$ cat src/design/scd_pkg.sv
// What this block does
// - Message: source, target, opcode, then data bytes
// - Unit address held, limited to 0x00-0x79
// - Act only when target equals unit address
// - Index ranges checked per resource kind
// - All resource indices count from zero
// - Exact data count per opcode; 0x01 no-op
// - Set, clear, invert output/flag; report flag bank
// - Blink with period, pulse with duration
// - Start, stop, pause, reset a sequence
// - Set lighting channel, lower or upper group
// - Ramp lighting, 16-bit or 8-bit duration
// - Analog set and ramp share lighting forms
// - Display: length then that many characters
// - Forward message bytes out of indexed port
// - Report variable out of port, optionally formatted
// - Copy local variable to remote unit variable
package scd_pkg;
  localparam logic [7:0] UNIT_ADDR_MAX = 8'h79;
  localparam logic [7:0] HOST_SRC_ADDR = 8'hff;
  localparam logic [7:0] OP_NOP = 8'h01;
  localparam logic [7:0] OP_ON = 8'h02;
  localparam logic [7:0] OP_OFF = 8'h03;
  localparam logic [7:0] OP_BLINK = 8'h04;
  localparam logic [7:0] OP_PULSE = 8'h05;
  localparam logic [7:0] OP_TOGGLE = 8'h06;
  localparam logic [7:0] OP_LEVEL_SET = 8'h07;
  localparam logic [7:0] OP_RAMP16_LO = 8'h08;
  localparam logic [7:0] OP_RAMP8 = 8'h09;
  localparam logic [7:0] OP_DISPLAY = 8'h0c;
  localparam logic [7:0] OP_FORWARD = 8'h0d;
  localparam logic [7:0] OP_VAR_REPORT = 8'h13;
  localparam logic [7:0] OP_VAR_REPORT_FMT = 8'h14;
  localparam logic [7:0] OP_REMOTE_WRITE = 8'h15;
  localparam logic [7:0] OP_SEQ_START = 8'h18;
  localparam logic [7:0] OP_SEQ_STOP = 8'h19;
  localparam logic [7:0] OP_SEQ_PAUSE = 8'h1a;
  localparam logic [7:0] OP_SEQ_RESET = 8'h1b;
  localparam logic [7:0] OP_FLAG_REPORT = 8'h1c;
  localparam logic [7:0] OP_HI_SET = 8'h1d;
  localparam logic [7:0] OP_RAMP16_HI = 8'h1e;
  localparam logic [7:0] OUTFLAG_MAX = 8'h7f;
  localparam logic [7:0] OUTPUT_MAX = 8'h3f;
  localparam logic [7:0] VAR_MAX = 8'h1f;
  localparam logic [7:0] PORT_MAX = 8'h11;
  localparam logic [7:0] BANK_MAX = 8'h01;
  localparam logic [7:0] UNIT_ADDR_RESET = 8'h00;

  typedef enum logic [4:0] {
    SCD_CMD_NOP, SCD_CMD_ON, SCD_CMD_OFF, SCD_CMD_TOGGLE, SCD_CMD_BLINK, SCD_CMD_PULSE,
    SCD_CMD_LIGHT_SET, SCD_CMD_LIGHT_RAMP, SCD_CMD_ANALOG_SET, SCD_CMD_ANALOG_RAMP,
    SCD_CMD_VAR_REPORT, SCD_CMD_VAR_REPORT_FMT, SCD_CMD_REMOTE_WRITE,
    SCD_CMD_SEQ_START, SCD_CMD_SEQ_STOP, SCD_CMD_SEQ_PAUSE, SCD_CMD_SEQ_RESET, SCD_CMD_FLAG_REPORT
  } scd_cmd_type;

  // One decoded action; unused fields are zero
  typedef struct packed {
    scd_cmd_type cmd;
    logic [7:0] index;
    logic [8:0] channel;
    logic [7:0] value;
    logic [15:0] frames;
    logic [7:0] extra;
    logic [7:0] src;
  } scd_action_type;

  // Streamed byte of a display or forward message
  typedef struct packed {
    logic to_display;
    logic [7:0] port;
    logic [7:0] data;
    logic last;
  } scd_stream_type;
endpackage

$ cat src/design/scd_show_command_decoder.sv
`timescale 1ns/1ps
module scd_show_command_decoder
  import scd_pkg::*;
(
  // Clock and reset
  input wire logic sys_clk,
  input wire logic rstn,
  // Configuration
  input wire logic [7:0] unit_addr,
  input wire logic unit_addr_load,
  // Received bytes from the serial receiver
  input wire logic [7:0] rx_byte,
  input wire logic rx_valid,
  input wire logic rx_msg_start,
  // Decoded action
  output scd_action_type action,
  output logic action_valid,
  // Streamed message bytes
  output scd_stream_type stream,
  output logic stream_valid,
  // Status
  output logic [7:0] unit_addr_q,
  output logic discard_pulse
);

  typedef enum logic [2:0] {ST_SRC, ST_TGT, ST_OP, ST_DATA, ST_LEN, ST_STREAM, ST_SKIP} scd_state_type;

  scd_state_type state_reg;
  logic [7:0] unit_reg;
  logic [7:0] src_reg;
  logic [7:0] op_reg;
  logic [7:0] d_reg [0:3];
  logic [2:0] cnt_reg;
  logic [7:0] len_reg;
  logic [7:0] port_reg;
  logic for_us_reg;
  logic bad_reg;
  scd_action_type action_reg;
  logic action_valid_reg;
  scd_stream_type stream_reg;
  logic stream_valid_reg;
  logic discard_reg;

  // Fixed data byte count per opcode; 7 marks unknown
  function automatic logic [2:0] data_count(input logic [7:0] op);
    unique case (op)
      OP_NOP: data_count = 3'd0;
      OP_ON, OP_OFF, OP_TOGGLE, OP_FLAG_REPORT, OP_SEQ_START, OP_SEQ_STOP, OP_SEQ_PAUSE, OP_SEQ_RESET:
        data_count = 3'd1;
      OP_BLINK, OP_PULSE, OP_LEVEL_SET, OP_HI_SET, OP_VAR_REPORT: data_count = 3'd2;
      OP_RAMP8, OP_VAR_REPORT_FMT, OP_REMOTE_WRITE: data_count = 3'd3;
      OP_RAMP16_LO, OP_RAMP16_HI: data_count = 3'd4;
      OP_DISPLAY, OP_FORWARD: data_count = 3'd0;
      default: data_count = 3'd7;
    endcase
  endfunction

  // Index byte range for the first data byte
  function automatic logic idx_ok(input logic [7:0] op, input logic [7:0] b);
    unique case (op)
      OP_ON, OP_OFF, OP_TOGGLE: idx_ok = (b <= OUTFLAG_MAX);
      OP_BLINK, OP_PULSE: idx_ok = (b <= OUTPUT_MAX);
      OP_FLAG_REPORT: idx_ok = (b <= BANK_MAX);
      OP_VAR_REPORT, OP_VAR_REPORT_FMT, OP_FORWARD: idx_ok = (b <= PORT_MAX);
      default: idx_ok = 1'b1;
    endcase
  endfunction

  // Unit address; a load above its legal range is ignored and the old value kept
  always_ff @(posedge sys_clk) begin
    if (!rstn) begin
      unit_reg <= UNIT_ADDR_RESET;
    end else if (unit_addr_load && unit_addr <= UNIT_ADDR_MAX) begin
      unit_reg <= unit_addr;
    end
  end

  // Framing state machine
  always_ff @(posedge sys_clk) begin
    if (!rstn) begin
      state_reg <= ST_SRC;
      src_reg <= 8'h00;
      op_reg <= 8'h00;
      cnt_reg <= 3'd0;
      len_reg <= 8'h00;
      port_reg <= 8'h00;
      for_us_reg <= 1'b0;
      bad_reg <= 1'b0;
      for (int i = 0; i < 4; i++) d_reg[i] <= 8'h00;
    end else if (rx_valid && rx_msg_start) begin
      // Address byte marks a new frame; a truncated frame is dropped
      src_reg <= rx_byte;
      state_reg <= ST_TGT;
    end else if (rx_valid) begin
      unique case (state_reg)
        ST_SRC: begin
          src_reg <= rx_byte;
          state_reg <= ST_TGT;
        end
        ST_TGT: begin
          for_us_reg <= (rx_byte == unit_reg);
          state_reg <= ST_OP;
        end
        ST_OP: begin
          op_reg <= rx_byte;
          cnt_reg <= 3'd0;
          bad_reg <= (data_count(rx_byte) == 3'd7);
          if (rx_byte == OP_DISPLAY) begin
            port_reg <= 8'h00;
            state_reg <= ST_LEN;
          end else if (rx_byte == OP_FORWARD) begin
            state_reg <= ST_DATA;
          end else if (data_count(rx_byte) == 3'd7) begin
            // Unknown length: swallow until next frame start
            state_reg <= ST_SKIP;
          end else if (data_count(rx_byte) == 3'd0) begin
            state_reg <= ST_SRC;
          end else begin
            state_reg <= ST_DATA;
          end
        end
        ST_DATA: begin
          d_reg[cnt_reg[1:0]] <= rx_byte;
          cnt_reg <= cnt_reg + 3'd1;
          if (cnt_reg == 3'd0 && !idx_ok(op_reg, rx_byte)) begin
            bad_reg <= 1'b1;
          end
          if (op_reg == OP_FORWARD) begin
            port_reg <= rx_byte;
            state_reg <= ST_LEN;
          end else if (cnt_reg + 3'd1 == data_count(op_reg)) begin
            state_reg <= ST_SRC;
          end
        end
        ST_LEN: begin
          len_reg <= rx_byte;
          state_reg <= (rx_byte == 8'h00) ? ST_SRC : ST_STREAM;
        end
        ST_STREAM: begin
          len_reg <= len_reg - 8'h01;
          if (len_reg == 8'h01) begin
            state_reg <= ST_SRC;
          end
        end
        ST_SKIP: state_reg <= ST_SKIP;
        default: state_reg <= ST_SRC;
      endcase
    end
  end

  // Last data byte of a fixed-length message completes it
  logic complete;
  assign complete = rx_valid && !rx_msg_start && state_reg == ST_DATA && op_reg != OP_FORWARD
                    && cnt_reg + 3'd1 == data_count(op_reg);

  // Variable indices checked at completion; bad ones are dropped
  logic var_bad;
  assign var_bad = (op_reg == OP_VAR_REPORT && rx_byte > VAR_MAX)
                || (op_reg == OP_VAR_REPORT_FMT && d_reg[1] > VAR_MAX)
                || (op_reg == OP_REMOTE_WRITE && (d_reg[1] > VAR_MAX || rx_byte > VAR_MAX));

  // Action dispatch
  always_ff @(posedge sys_clk) begin
    if (!rstn) begin
      action_reg <= '0;
      action_valid_reg <= 1'b0;
    end else begin
      action_valid_reg <= 1'b0;
      if (complete && for_us_reg && !bad_reg && !var_bad
          && !(cnt_reg == 3'd0 && !idx_ok(op_reg, rx_byte))) begin
        action_valid_reg <= 1'b1;
        action_reg <= '0;
        action_reg.src <= src_reg;
        action_reg.index <= (cnt_reg == 3'd0) ? rx_byte : d_reg[0];
        unique case (op_reg)
          OP_ON: action_reg.cmd <= SCD_CMD_ON;
          OP_OFF: action_reg.cmd <= SCD_CMD_OFF;
          OP_TOGGLE: action_reg.cmd <= SCD_CMD_TOGGLE;
          OP_FLAG_REPORT: action_reg.cmd <= SCD_CMD_FLAG_REPORT;
          OP_BLINK, OP_PULSE: begin
            action_reg.cmd <= (op_reg == OP_BLINK) ? SCD_CMD_BLINK : SCD_CMD_PULSE;
            action_reg.frames <= {8'h00, rx_byte};
          end
          OP_SEQ_START: action_reg.cmd <= SCD_CMD_SEQ_START;
          OP_SEQ_STOP: action_reg.cmd <= SCD_CMD_SEQ_STOP;
          OP_SEQ_PAUSE: action_reg.cmd <= SCD_CMD_SEQ_PAUSE;
          OP_SEQ_RESET: action_reg.cmd <= SCD_CMD_SEQ_RESET;
          OP_LEVEL_SET, OP_HI_SET: begin
            // Lighting and analog share the opcode; the consumer routes both
            action_reg.cmd <= SCD_CMD_LIGHT_SET;
            // Lighting forms carry no resource index; the channel field holds it
            action_reg.index <= 8'h00;
            action_reg.channel <= {op_reg == OP_HI_SET, d_reg[0]};
            action_reg.value <= rx_byte;
          end
          OP_RAMP8: begin
            action_reg.cmd <= SCD_CMD_LIGHT_RAMP;
            action_reg.index <= 8'h00;
            action_reg.channel <= {1'b0, d_reg[0]};
            action_reg.value <= d_reg[1];
            action_reg.frames <= {8'h00, rx_byte};
          end
          OP_RAMP16_LO, OP_RAMP16_HI: begin
            action_reg.cmd <= SCD_CMD_LIGHT_RAMP;
            action_reg.index <= 8'h00;
            action_reg.channel <= {op_reg == OP_RAMP16_HI, d_reg[0]};
            action_reg.value <= d_reg[1];
            action_reg.frames <= {rx_byte, d_reg[2]};
          end
          OP_VAR_REPORT: begin
            action_reg.cmd <= SCD_CMD_VAR_REPORT;
            action_reg.value <= rx_byte;
          end
          OP_VAR_REPORT_FMT: begin
            action_reg.cmd <= SCD_CMD_VAR_REPORT_FMT;
            action_reg.value <= d_reg[1];
            action_reg.extra <= rx_byte;
          end
          OP_REMOTE_WRITE: begin
            action_reg.cmd <= SCD_CMD_REMOTE_WRITE;
            action_reg.value <= d_reg[1];
            action_reg.extra <= rx_byte;
          end
          default: action_reg.cmd <= SCD_CMD_NOP;
        endcase
      end
    end
  end

  // Stream output for display and forward payloads
  always_ff @(posedge sys_clk) begin
    if (!rstn) begin
      stream_reg <= '0;
      stream_valid_reg <= 1'b0;
    end else begin
      stream_valid_reg <= 1'b0;
      if (rx_valid && !rx_msg_start && state_reg == ST_STREAM && for_us_reg && !bad_reg) begin
        stream_valid_reg <= 1'b1;
        stream_reg.to_display <= (op_reg == OP_DISPLAY);
        stream_reg.port <= port_reg;
        stream_reg.data <= rx_byte;
        stream_reg.last <= (len_reg == 8'h01);
      end
    end
  end

  // Discard indication for diagnostics
  always_ff @(posedge sys_clk) begin
    if (!rstn) begin
      discard_reg <= 1'b0;
    end else begin
      discard_reg <= rx_valid && !rx_msg_start && for_us_reg
                  && ((state_reg == ST_OP && data_count(rx_byte) == 3'd7)
                  || (complete && (bad_reg || var_bad || (cnt_reg == 3'd0 && !idx_ok(op_reg, rx_byte)))));
    end
  end

  // Bad variable indices are caught before dispatch, so the valid stays a plain flop
  assign action = action_reg;
  assign action_valid = action_valid_reg;
  assign stream = stream_reg;
  assign stream_valid = stream_valid_reg;
  assign unit_addr_q = unit_reg;
  assign discard_pulse = discard_reg;

  AST_ADDR_RANGE: assert property (@(posedge sys_clk) disable iff (!rstn) unit_reg <= UNIT_ADDR_MAX)
    else $error("unit address out of range");
  AST_FOREIGN: assert property (@(posedge sys_clk) disable iff (!rstn)
    (complete && !for_us_reg) |=> !action_valid_reg)
    else $error("action for foreign target");
  AST_BAD_INDEX: assert property (@(posedge sys_clk) disable iff (!rstn)
    (complete && (op_reg == OP_ON || op_reg == OP_OFF || op_reg == OP_TOGGLE) && cnt_reg == 3'd0
    && rx_byte > OUTFLAG_MAX) |=> !action_valid_reg)
    else $error("out of range index acted on");
  AST_NOP_SILENT: assert property (@(posedge sys_clk) disable iff (!rstn)
    (rx_valid && !rx_msg_start && state_reg == ST_OP && rx_byte == OP_NOP) |=> state_reg == ST_SRC && !action_valid_reg)
    else $error("nop misframed");
  AST_ON_ACT: assert property (@(posedge sys_clk) disable iff (!rstn)
    (complete && for_us_reg && !bad_reg && op_reg == OP_ON && rx_byte <= OUTFLAG_MAX)
    |=> action_valid_reg && action_reg.cmd == SCD_CMD_ON && action_reg.index == $past(rx_byte))
    else $error("on not dispatched");
  AST_RAMP16: assert property (@(posedge sys_clk) disable iff (!rstn)
    (complete && for_us_reg && !bad_reg && op_reg == OP_RAMP16_HI)
    |=> action_reg.channel[8] && action_reg.frames[15:8] == $past(rx_byte))
    else $error("ramp duration misassembled");
  AST_SEQ: assert property (@(posedge sys_clk) disable iff (!rstn)
    (complete && for_us_reg && !bad_reg && op_reg == OP_SEQ_STOP) |=> action_reg.cmd == SCD_CMD_SEQ_STOP)
    else $error("sequence stop lost");
  AST_STREAM_LAST: assert property (@(posedge sys_clk) disable iff (!rstn)
    (stream_valid_reg && stream_reg.last) |-> state_reg == ST_SRC || state_reg == ST_TGT)
    else $error("stream ended off frame");
  AST_UNKNOWN: assert property (@(posedge sys_clk) disable iff (!rstn)
    (rx_valid && !rx_msg_start && state_reg == ST_OP && data_count(rx_byte) == 3'd7 && for_us_reg)
    |=> discard_reg && state_reg == ST_SKIP)
    else $error("unknown opcode not discarded");
  AST_VAR_RANGE: assert property (@(posedge sys_clk) disable iff (!rstn)
    (complete && var_bad) |=> !action_valid_reg)
    else $error("out of range variable acted on");
  AST_DISCARD_EXCL: assert property (@(posedge sys_clk) disable iff (!rstn)
    discard_reg |-> !action_valid_reg)
    else $error("discarded message also dispatched");
  AST_STREAM_DATA: assert property (@(posedge sys_clk) disable iff (!rstn)
    (rx_valid && !rx_msg_start && state_reg == ST_STREAM && for_us_reg && !bad_reg)
    |=> stream_valid_reg && stream_reg.data == $past(rx_byte))
    else $error("payload byte not streamed");
  AST_LIGHT_INDEX: assert property (@(posedge sys_clk) disable iff (!rstn)
    (complete && for_us_reg && !bad_reg && op_reg == OP_LEVEL_SET)
    |=> action_valid_reg && action_reg.index == 8'h00 && !action_reg.channel[8])
    else $error("lower group set misrouted");

endmodule

$ cat config.mk
export PLATFORM = sky130hd
export DESIGN_NAME = scd_show_command_decoder
export DESIGN_NICKNAME = d
export VERILOG_FILES = /design/src/design/scd_pkg.sv /design/src/design/scd_show_command_decoder.sv
export SDC_FILE = /design/constraint.sdc
export NUM_CORES = 1
export LEC_CHECK = 0
export BUFFER_PORTS_ARGS = -buffer_cell sky130_fd_sc_hd__buf_2
export CAP_MARGIN = 10
export CORE_MARGIN = 3
export CORE_UTILIZATION = 50
export CTS_CLUSTER_SIZE = 12
export DETAILED_ROUTE_END_ITERATION = 7
export GPL_TIMING_DRIVEN = 0
export PLACE_DENSITY = 0.7
export RECOVER_POWER = 100
export SYNTH_ARGS = -nofsm -noshare
export SYNTH_HDL_FRONTEND = slang
export SYNTH_SLANG_ARGS = --single-unit
$ cat constraint.sdc
create_clock -name sys_clk -period 4.9 [get_ports sys_clk]
set_input_delay 0.49 -clock sys_clk [delete_from_list [all_inputs] [get_ports sys_clk]]
set_output_delay 0.49 -clock sys_clk [all_outputs]
set_load 0.03 [all_outputs]
# Yosys cells after proc, flatten, opt, wreduce, memory -nomap -nowiden
# Memories as Yosys holds them, arrays and structs flattened. A register that Yosys moved wholly into a read port is not among the register bits.
# Index checks and enable logic that the tools add are counted.
[word_totals]
out_inout_bits = 91
in_bits = 21
mem_count = 7
word_cells = 228
ram_bits = 32
romBits = 576
ff_bits = 131
[mem_list]
columns = ["name", "depth", "word_bits", "rd", "rd_clocked_by_memory_dff", "wr", "line_no", "text"]
rows = [
  ["(no name shown)", 32, 3, 1, 0, 0, "scd_show_command_decoder.sv:46", "unique case (op)"],
  ["(no name shown)", 32, 3, 1, 1, 0, "scd_show_command_decoder.sv:46", ""],
  ["(no name shown)", 32, 3, 1, 0, 0, "scd_show_command_decoder.sv:46", ""],
  ["(no name shown)", 32, 3, 1, 0, 0, "scd_show_command_decoder.sv:46", ""],
  ["(no name shown)", 32, 3, 1, 0, 0, "scd_show_command_decoder.sv:46", ""],
  ["(no name shown)", 32, 3, 1, 1, 0, "scd_show_command_decoder.sv:46", ""],
  ["+1 memories", "--", "--", "--", "--", "--", "--", ""],
]
[classes]
eq_ne = 43
reduce_logical = 65
n_bitwise = 2
order_cmp = 7
add_sub_neg = 2
mux = 78
[ops]
columns = ["operator", "n"]
rows = [
  ["two-way mux 3 bit", 36],
  ["== test 8 x 5 -> 1 bit, second input constant", 10],
  ["case mux 5 bit (14 select lines)", 1],
  ["two-way mux 8 bit", 8],
  ["case mux 17 bit (3 select lines)", 1],
  ["== test 8 x 4 -> 1 bit, second input constant", 6],
  ["case mux 8 bit (2 select lines)", 3],
  ["== test 8 x 3 -> 1 bit, second input constant", 4],
  ["case mux 16 bit (2 select lines)", 1],
  ["logical AND 1 bit", 22],
  ["case mux 3 bit (7 select lines)", 1],
  ["two-way mux 5 bit", 4],
  ["== test 3 bit, second input constant", 6],
  ["two-way mux 1 bit", 18],
  ["AND reduction 3 bit", 6],
  ["== test 8 x 2 -> 1 bit, second input constant", 2],
  ["> comparator 8 x 5 -> 1 bit, second input constant", 2],
  ["<= comparator 8 x 7 -> 1 bit, second input constant", 2],
  ["logical NOT 3 bit", 5],
  ["OR reduction 3 bit", 5],
  ["OR reduction 2 bit", 5],
  ["== test 8 x 1 -> 1 bit, second input constant", 1],
  ["== test 8 bit", 1],
  ["<= comparator 8 x 1 -> 1 bit, second input constant", 1],
  ["27 further kinds", 46],
]

# Depth between registers and ports, before layout
# Gate-level depths: netlist of run 1.
[logic_depth]
depth_word = 24
mapped_depth = 10
depth_no_buf = 9

# Worst setup path before layout of run 1
# Ideal clock, no wire load.
[synth_path]
kind = "input -> register"
from = "input rx_byte[1]"
to = "register discard_reg, in the netlist discard_pulse"
required_time_ps = 4813
n_path_buf = 0
setup_ps = 87
slack_ps = 2284
arrival_ps = 2529
stages = 7
cell_sequence = "clkinv_1 > ha_1 > mux4_2 > mux2_2 > o21ai_0 > or4b_2 > o31ai_1"
[synth_via]
elab_chain_cells = 9
elab_cells_between_ends = 24
classes_between = "order compare: 5; eq/ne: 1; mux: 4; reduce/logical: 13; memory: 1"
[synth_rtl]
columns = ["element", "line_no", "text"]
rows = [
  ["from (decl)", "scd_show_command_decoder.sv:12", "input wire logic [7:0] rx_byte,"],
  ["<= comparator 8 x 5 -> 1 bit (tied with other cells)", "scd_show_command_decoder.sv:64", "OP_VAR_REPORT, OP_VAR_REPORT_FMT, OP_FORWARD: idx_ok = (b <= PORT_MAX);"],
  ["case mux 1 bit (4 select lines) (tied with other cells)", "scd_show_command_decoder.sv:60", "unique case (op)"],
  ["two-way mux 1 bit (tied with other cells)", "scd_show_command_decoder.sv:249", "if (!rstn) begin"],
  ["logical NOT 1 bit / logical OR 1 bit (equally long branches)", "scd_show_command_decoder.sv:254, scd_show_command_decoder.sv:160", ""],
  ["logical AND 1 bit / logical OR 1 bit (equally long branches)", "scd_show_command_decoder.sv:254", "|| (complete && (bad_reg || var_bad || (cnt_reg == 3'd0 && !idx_ok(op_reg, rx_byte)))));"],
  ["logical OR 1 bit", "scd_show_command_decoder.sv:254", ""],
  ["logical AND 1 bit", "scd_show_command_decoder.sv:254", ""],
  ["logical OR 1 bit (*)", "scd_show_command_decoder.sv:254", ""],
  ["logical AND 1 bit (*)", "scd_show_command_decoder.sv:253", "&& ((state_reg == ST_OP && data_count(rx_byte) == 3'd7)"],
  ["to (signal assigned)", "scd_show_command_decoder.sv:252", "discard_reg <= rx_valid && !rx_msg_start && for_us_reg"],
  ["to (decl)", "scd_show_command_decoder.sv:42", "logic discard_reg;"],
]
# Every way passes the cells marked *; elsewhere a longest branch is shown, timed or not. The select of a mux whose other input is x is not followed.
# A chain may end at the register's enable or synchronous reset.

# Worst setup path after layout of run 1
[layout_path]
from = "input rx_byte[1]"
to = "register action_reg (netlist bit action[0])"
[layout_via]
elab_chain_cells = 7
elab_cells_between_ends = 18
classes_between = "order compare: 5; mux: 2; reduce/logical: 11"
[layout_rtl]
columns = ["element", "line_no", "text"]
rows = [
  ["<= comparator 8 x 5 -> 1 bit (tied with other cells)", "scd_show_command_decoder.sv:64", ""],
  ["case mux 1 bit (4 select lines) (tied with other cells)", "scd_show_command_decoder.sv:60", ""],
  ["two-way mux 1 bit (tied with other cells)", "scd_show_command_decoder.sv:164", "if (!rstn) begin"],
  ["logical NOT 1 bit / logical OR 1 bit (equally long branches)", "scd_show_command_decoder.sv:170, scd_show_command_decoder.sv:160", ""],
  ["logical AND 1 bit / logical NOT 1 bit (equally long branches)", "scd_show_command_decoder.sv:170, scd_show_command_decoder.sv:169", ""],
  ["logical NOT 1 bit / logical AND 1 bit (equally long branches)", "scd_show_command_decoder.sv:170, scd_show_command_decoder.sv:169", ""],
  ["logical AND 1 bit (*)", "scd_show_command_decoder.sv:170", "&& !(cnt_reg == 3'd0 && !idx_ok(op_reg, rx_byte))) begin"],
  ["to (decl)", "scd_show_command_decoder.sv:38", "scd_action_type action_reg;"],
]
# Marked as above.

==> impl_metrics.tcl, run 1 <==
set metrics [dict create \
    status "finished clean" \
    clock_sinks 158 \
    grt_pass1_vias 6859 \
    worstReg2RegEnd "action[11]" \
    cp-end-kind "register" \
    async_flop_share_pct 0 \
    via_per_inst 5.889 \
    crit_slowest_cell "clkbuf_1" \
    fp.dieH_microns 131.8 \
    timing.rr.start "cnt_reg[0]" \
    syn_to_final_growth_pct 16.09 \
    grt.overflow.total 0 \
    cts_setup_buffers 0 \
    die_x_microns 131.8 \
    antenna_found_initial 0 \
    ys_seq_area_share_pct 42.98 \
    cts_hold_buf 0 \
    clkTransAtPathRegs_ns 0.07 \
    regToRegSetupSlack_ns 1.20 \
    reg2reg_depth 10 \
    min_period_ns 3.725 \
    finalHoldViolCount 0 \
    grt_usage_pct 26.79 \
    drive_above_1_share_pct 5.877 \
    fin_skew_ns 0.01124 \
    clk_latency_ns 0.43 \
    numPortBuffers 108 \
    endpoint "action[0]" \
    grt_max_degree 17 \
    grt_pass1_wl_microns 37230 \
    synth-edff-count 24 \
    start_util_pct 51.51 \
    synth_seq_cells 158 \
    path_class "in -> reg" \
    yosys.cell_types.count 65 \
    placementRows 45 \
    syn_area_per_cell_sq_um 8.653 \
    synth_area_sq_um 7918 \
    die_area_sq_um 17380 \
    ys.flop_type "dfxtp_1" \
    setup_ws_ns 1.175 \
    p_leak_nw 3.315 \
    wl_per_cell_microns 18.80 \
    core_sq_um 15370 \
    drt_iter0_markers 853 \
    gp_congestion 0.9345 \
    slowest_delay_ns 0.72 \
    max_slew.worst_pin.slew_ns 1.095 \
    cts_buffer_depth 2 \
    p_per_area_nw_per_um2 319.6 \
    maxCapViolations 0 \
    drc 0 \
    num_vias 7456 \
    postCtsResizedCells 0 \
    postSynthCellCount 915 \
    yosys_warnings 0 \
    tritoncts "yes" \
    h-tree-depth 4 \
    peakVddDrop_mv 0.2703 \
    slew-limit-headroom_pct 26.38 \
    drt_wl_total_microns 23810 \
    fmax_ghz 0.2685 \
    final.period_utilization_pct 76.02 \
    root_buffer "clkbuf_16" \
    crit_path_max_fanout 10 \
    hold_path.class "in -> reg" \
    cp.required_ns 5.25 \
    io_pins 112 \
    drv_slew 0 \
    worstPathCellList "clkbuf_1 -> clkinv_1 -> ha_1 -> o21ai_0 -> nor4_1 -> nor4_1 -> a2111o_1 -> buf_6 -> clkbuf_1 -> mux2i_1" \
    mostFrequentLayoutCell "nand2_1" \
    final_cell_mix "nand2_1, clkbuf_1, dfxtp_1, mux2i_1, a21oi_1" \
    hold_depth 3 \
    dp_hpwl_microns 16920 \
    drtAntennaViolNets 0 \
    crit_start "rx_byte[1]" \
    final_nets 1076 \
    rsz0062_at_grt "no" \
    final.setup.tns_ns 0 \
    critPathLaunchType "input port" \
    antennaDiodeCount 0 \
    dr.pass1.iters 5 \
    dp_slack_ns 1.535 \
    cts_buffers 17 \
    setup_viol 0 \
    largest_reg_flops 62 \
    syn-num-nets 949 \
    arrival_ns 4.07 \
]
## synth_stat cells, drive strengths merged, types with 6 or more instances
cell | n | area share [%]
nand2 | 171 | 8.1
dfxtp | 134 | 34
mux2i | 76 | 9.6
a21oi | 66 | 4.2
clkbuf | 57 | 2.7
nor2 | 56 | 2.7
nand3 | 29 | 1.8
edfxtp | 24 | 9.1
o21ai | 23 | 1.5
nor3 | 22 | 1.4
a22o | 17 | 1.9
inv | 17 | 0.81
nor2b | 17 | 1.3
and2 | 16 | 1.3
nor4 | 16 | 1.3
a32o | 13 | 1.6
ha | 13 | 2.1
nand2b | 13 | 1.0
buf | 12 | 1.3
xnor2 | 12 | 1.3
and3 | 9 | 0.71
nand3b | 7 | 0.71
nand4 | 7 | 0.55
or3 | 7 | 0.55
o31ai | 6 | 0.57
## kinds of logic (layout without fill, tap and decap cells)
logic type               Yosys count  in the layout  share of synthesized area, %
XOR/XNOR                          15             15                         1.659
adder cells (fa/ha/maj)           13             13                         2.054
flip-flops                       158            158                         42.98
multiplexers                      79             79                         10.18
buffers and inverters             88            228                         4.867
AND/OR/NAND/NOR                  382            382                         22.72
AO/OA/AOI/OAI                    180            180                         15.53
## layout make-up
cell class | count | area, sq um
Inverter | 19 | 71.32
Multi-Input combinational cell | 669 | 4121
Buffer | 69 | 281.5
Clock inverter | 12 | 146.4
Timing Repair Buffer | 108 | 424.2
Tap cell | 211 | 264.0
Fill cell | 1464 | 6180
Sequential cell | 158 | 3403
Clock buffer | 20 | 479.2
## worst min-delay path by stage
| stage | startpoint | endpoint | slack, ns |
|---|---|---|---|
| 3_5_place_dp | action[40] | action[40] | 0.44 |
| 3_3_place_gp | action[45] | action[45] | 0.44 |
| 6_report | unit_addr[1] | unit_addr_q[1] | 0.31 |
| 2_1_floorplan | port_reg[0] | port_reg[0] | 0.43 |
| 4_1_cts | unit_addr[1] | unit_addr_q[1] | 0.31 |
| 5_1_grt | unit_addr[2] | unit_addr_q[2] | 0.33 |
## per-layer routing
layer	vias up	track usage (%)	part of all wire (%)
li1	3510	-	-
met4	0	10.62	3.9
met1	3489	36.10	43
met3	72	5.076	8.2
met2	385	42.69	45
met5	-	0	0
## report_power, final
group	internal, mW	switching, mW
registers	1.33	0.0122
clock network	0.823	0.572
logic	0.0558	0.143
## critical path, delay by kind of cell
kind / cells / cell delay [ns]
simple gates: 2 / 0.67
buf+inv: 4 / 1.52
fa+ha+maj: 1 / 0.44
compound gates: 2 / 0.63
mux: 1 / 0.28
## per-stage QoR
stage	util [%]	power, mW	instance area (sq um)	hold WS [ns]	instances
after floorplan	-	1.494	7918	0.4322	915
after global placement	56.74	1.565	8722	0.4391	1234
after detailed placement	56.78	1.566	8728	0.4439	1234
after CTS	60.85	2.943	9354	0.3095	1266
after global routing	59.80	3.017	9191	0.3313	1266
final	59.80	2.938	9191	0.3149	1266
Power figures use the tool's default switching activity.
==> run 2, diff against run 1 <==
- PLACE_DENSITY: 0.7 -> 0.73
- clock period: 4.9 -> 3.42 ns (I/O delays scaled with it)
==> run 2 against run 1 <==
Flip-flop and latch count is the same. Sequential power rose by 44%. First-iteration DRC count down 8.9%. Critical path depth shrank 3. Via count is essentially flat. Combinational power grew 44%. Count of clock-buffer cells in the layout down 3. Global-route usage grew 0.38 points. Wire length increased by 0.85%. Non-clock buffer count increased by 1. Critical endpoint is now d_reg[1][3]. Clock skew down 0.0033 ns. Worst hold slack lost 0.15 ns.
==> impl_metrics.tcl, run 2 (synthesis results as in run 1) <==
set metrics [dict create \
    numPortBuffers 108 \
    grt_pass1_wl_microns 37760 \
    power_mw 4.074 \
    setup_viol 0 \
    fp.dieH_microns 131.8 \
    wl_per_cell_microns 18.95 \
    cts_buffers 17 \
    mostFrequentLayoutCell "nand2_1" \
    via_per_inst 5.887 \
    cp.required_ns 3.47 \
    min_period_ns 3.239 \
    placementRows 45 \
    grt_pass1_vias 6947 \
    clk_latency_ns 0.43 \
    p_per_area_nw_per_um2 444.5 \
    drtAntennaViolNets 0 \
    final_cell_mix "nand2_1, clkbuf_1, dfxtp_1, mux2i_1, a21oi_1" \
    final.setup.tns_ns 0 \
    io_pins 112 \
    h-tree-depth 4 \
    dp_hpwl_microns 17030 \
    postCtsResizedCells 0 \
    clkTransAtPathRegs_ns 0.07 \
    grt_usage_pct 27.16 \
    core_sq_um 15370 \
    largest_reg_flops 62 \
    reg2reg_depth 7 \
    die_x_microns 131.8 \
    tritoncts "yes" \
    dr.pass1.iters 5 \
    p_leak_nw 3.322 \
    drt_wl_total_microns 24010 \
    wl_met3_microns 2057 \
    maxUsedRoutingLayer "met4" \
    drt_iter0_markers 777 \
    fin_cells 1267 \
    status "finished clean" \
    design_area_sq_um 9166 \
    fmax_ghz 0.3088 \
    crit_path_max_fanout 10 \
    start_util_pct 51.51 \
    rsz0062_at_grt "no" \
    grt.overflow.total 0 \
    antenna_found_initial 0 \
    hold_depth 3 \
    path_class "reg -> reg" \
    cts_hold_buf 0 \
    num_vias 7459 \
    drt-met1-wl_microns 10290 \
    drv_slew 0 \
    maxCapViolations 0 \
    post-place-cells 1235 \
    met2_length_microns 11210 \
    drive_above_1_share_pct 6.534 \
    worstHoldStart "unit_addr[2]" \
    drc 0 \
    antennaDiodeCount 0 \
    critPathLaunchType "register" \
    die_area_sq_um 17380 \
    cts_buffer_depth 2 \
    slew-limit-headroom_pct 18.73 \
    final_nets 1077 \
    finalHoldViolCount 0 \
    grt_max_degree 18 \
    cts_setup_buffers 0 \
    peakVddDrop_mv 0.3612 \
    syn_to_final_growth_pct 15.77 \
    final.period_utilization_pct 94.70 \
    cp-end-kind "register" \
    gp_congestion 0.9515 \
    arrival_ns 3.29 \
    crit_start "state_reg[2]" \
    hold_path.class "in -> reg" \
    clock_sinks 158 \
    postPlaceCellArea_sq_um 8727 \
    timing.rr.start "state_reg[2]" \
    max_slew.worst_pin.slew_ns 1.209 \
    fin_skew_ns 0.007898 \
    root_buffer "clkbuf_16" \
    holdWs_ns 0.1694 \
]
==> run 2: worst paths after layout <==
| kind | end | slack [ns] |
|---|---|---|
| worst max-delay path | d_reg[1][3] | 0.18 |
| worst min-delay path | unit_addr_q[2] | 0.17 |
| worst max register to register | d_reg[1][3] | 0.18 |
| worst min register to register | stream[14] | 0.46 |
==> run 2: power breakdown <==
part	switching [mW]	internal, mW
Sequential	0.0174	1.91
Combinational	0.205	0.0798
Clock	0.894	0.970
==> run 2: final cells by class <==
class / count / area (sq um)
Clock inverter: 15 / 145.1
Sequential cell: 158 / 3403
Buffer: 69 / 304.0
Clock buffer: 17 / 425.4
Fill cell: 1448 / 6205
Multi-Input combinational cell: 669 / 4124
Timing Repair Buffer: 109 / 429.2
Tap cell: 211 / 264.0
Inverter: 19 / 71.32
==> run 2: worst max-delay path, cell delays in order (launching register included) <==
cell	delay [ns]
dfxtp_1	0.30
clkbuf_1	0.20
inv_1	0.22
and3_1	0.18
clkbuf_1	0.38
nand3_1	0.27
clkbuf_1	0.29
o31ai_1	1.00
==> run 2: per-layer routing <==
layer	GRT usage, %	up-vias
li1	-	3514
met1	35.77	3544
met2	44.61	360
met3	6.756	41
met4	7.701	0
met5	0	-
==> run 2: stage by stage <==
stage	utilization [%]	setup slack [ns]
final	59.63	0.1813
after global routing	59.63	0.03324
after CTS	60.49	0.3116
after detailed placement	56.78	0.1384
after global placement	56.74	0.08523
after floorplan	-	0.8562
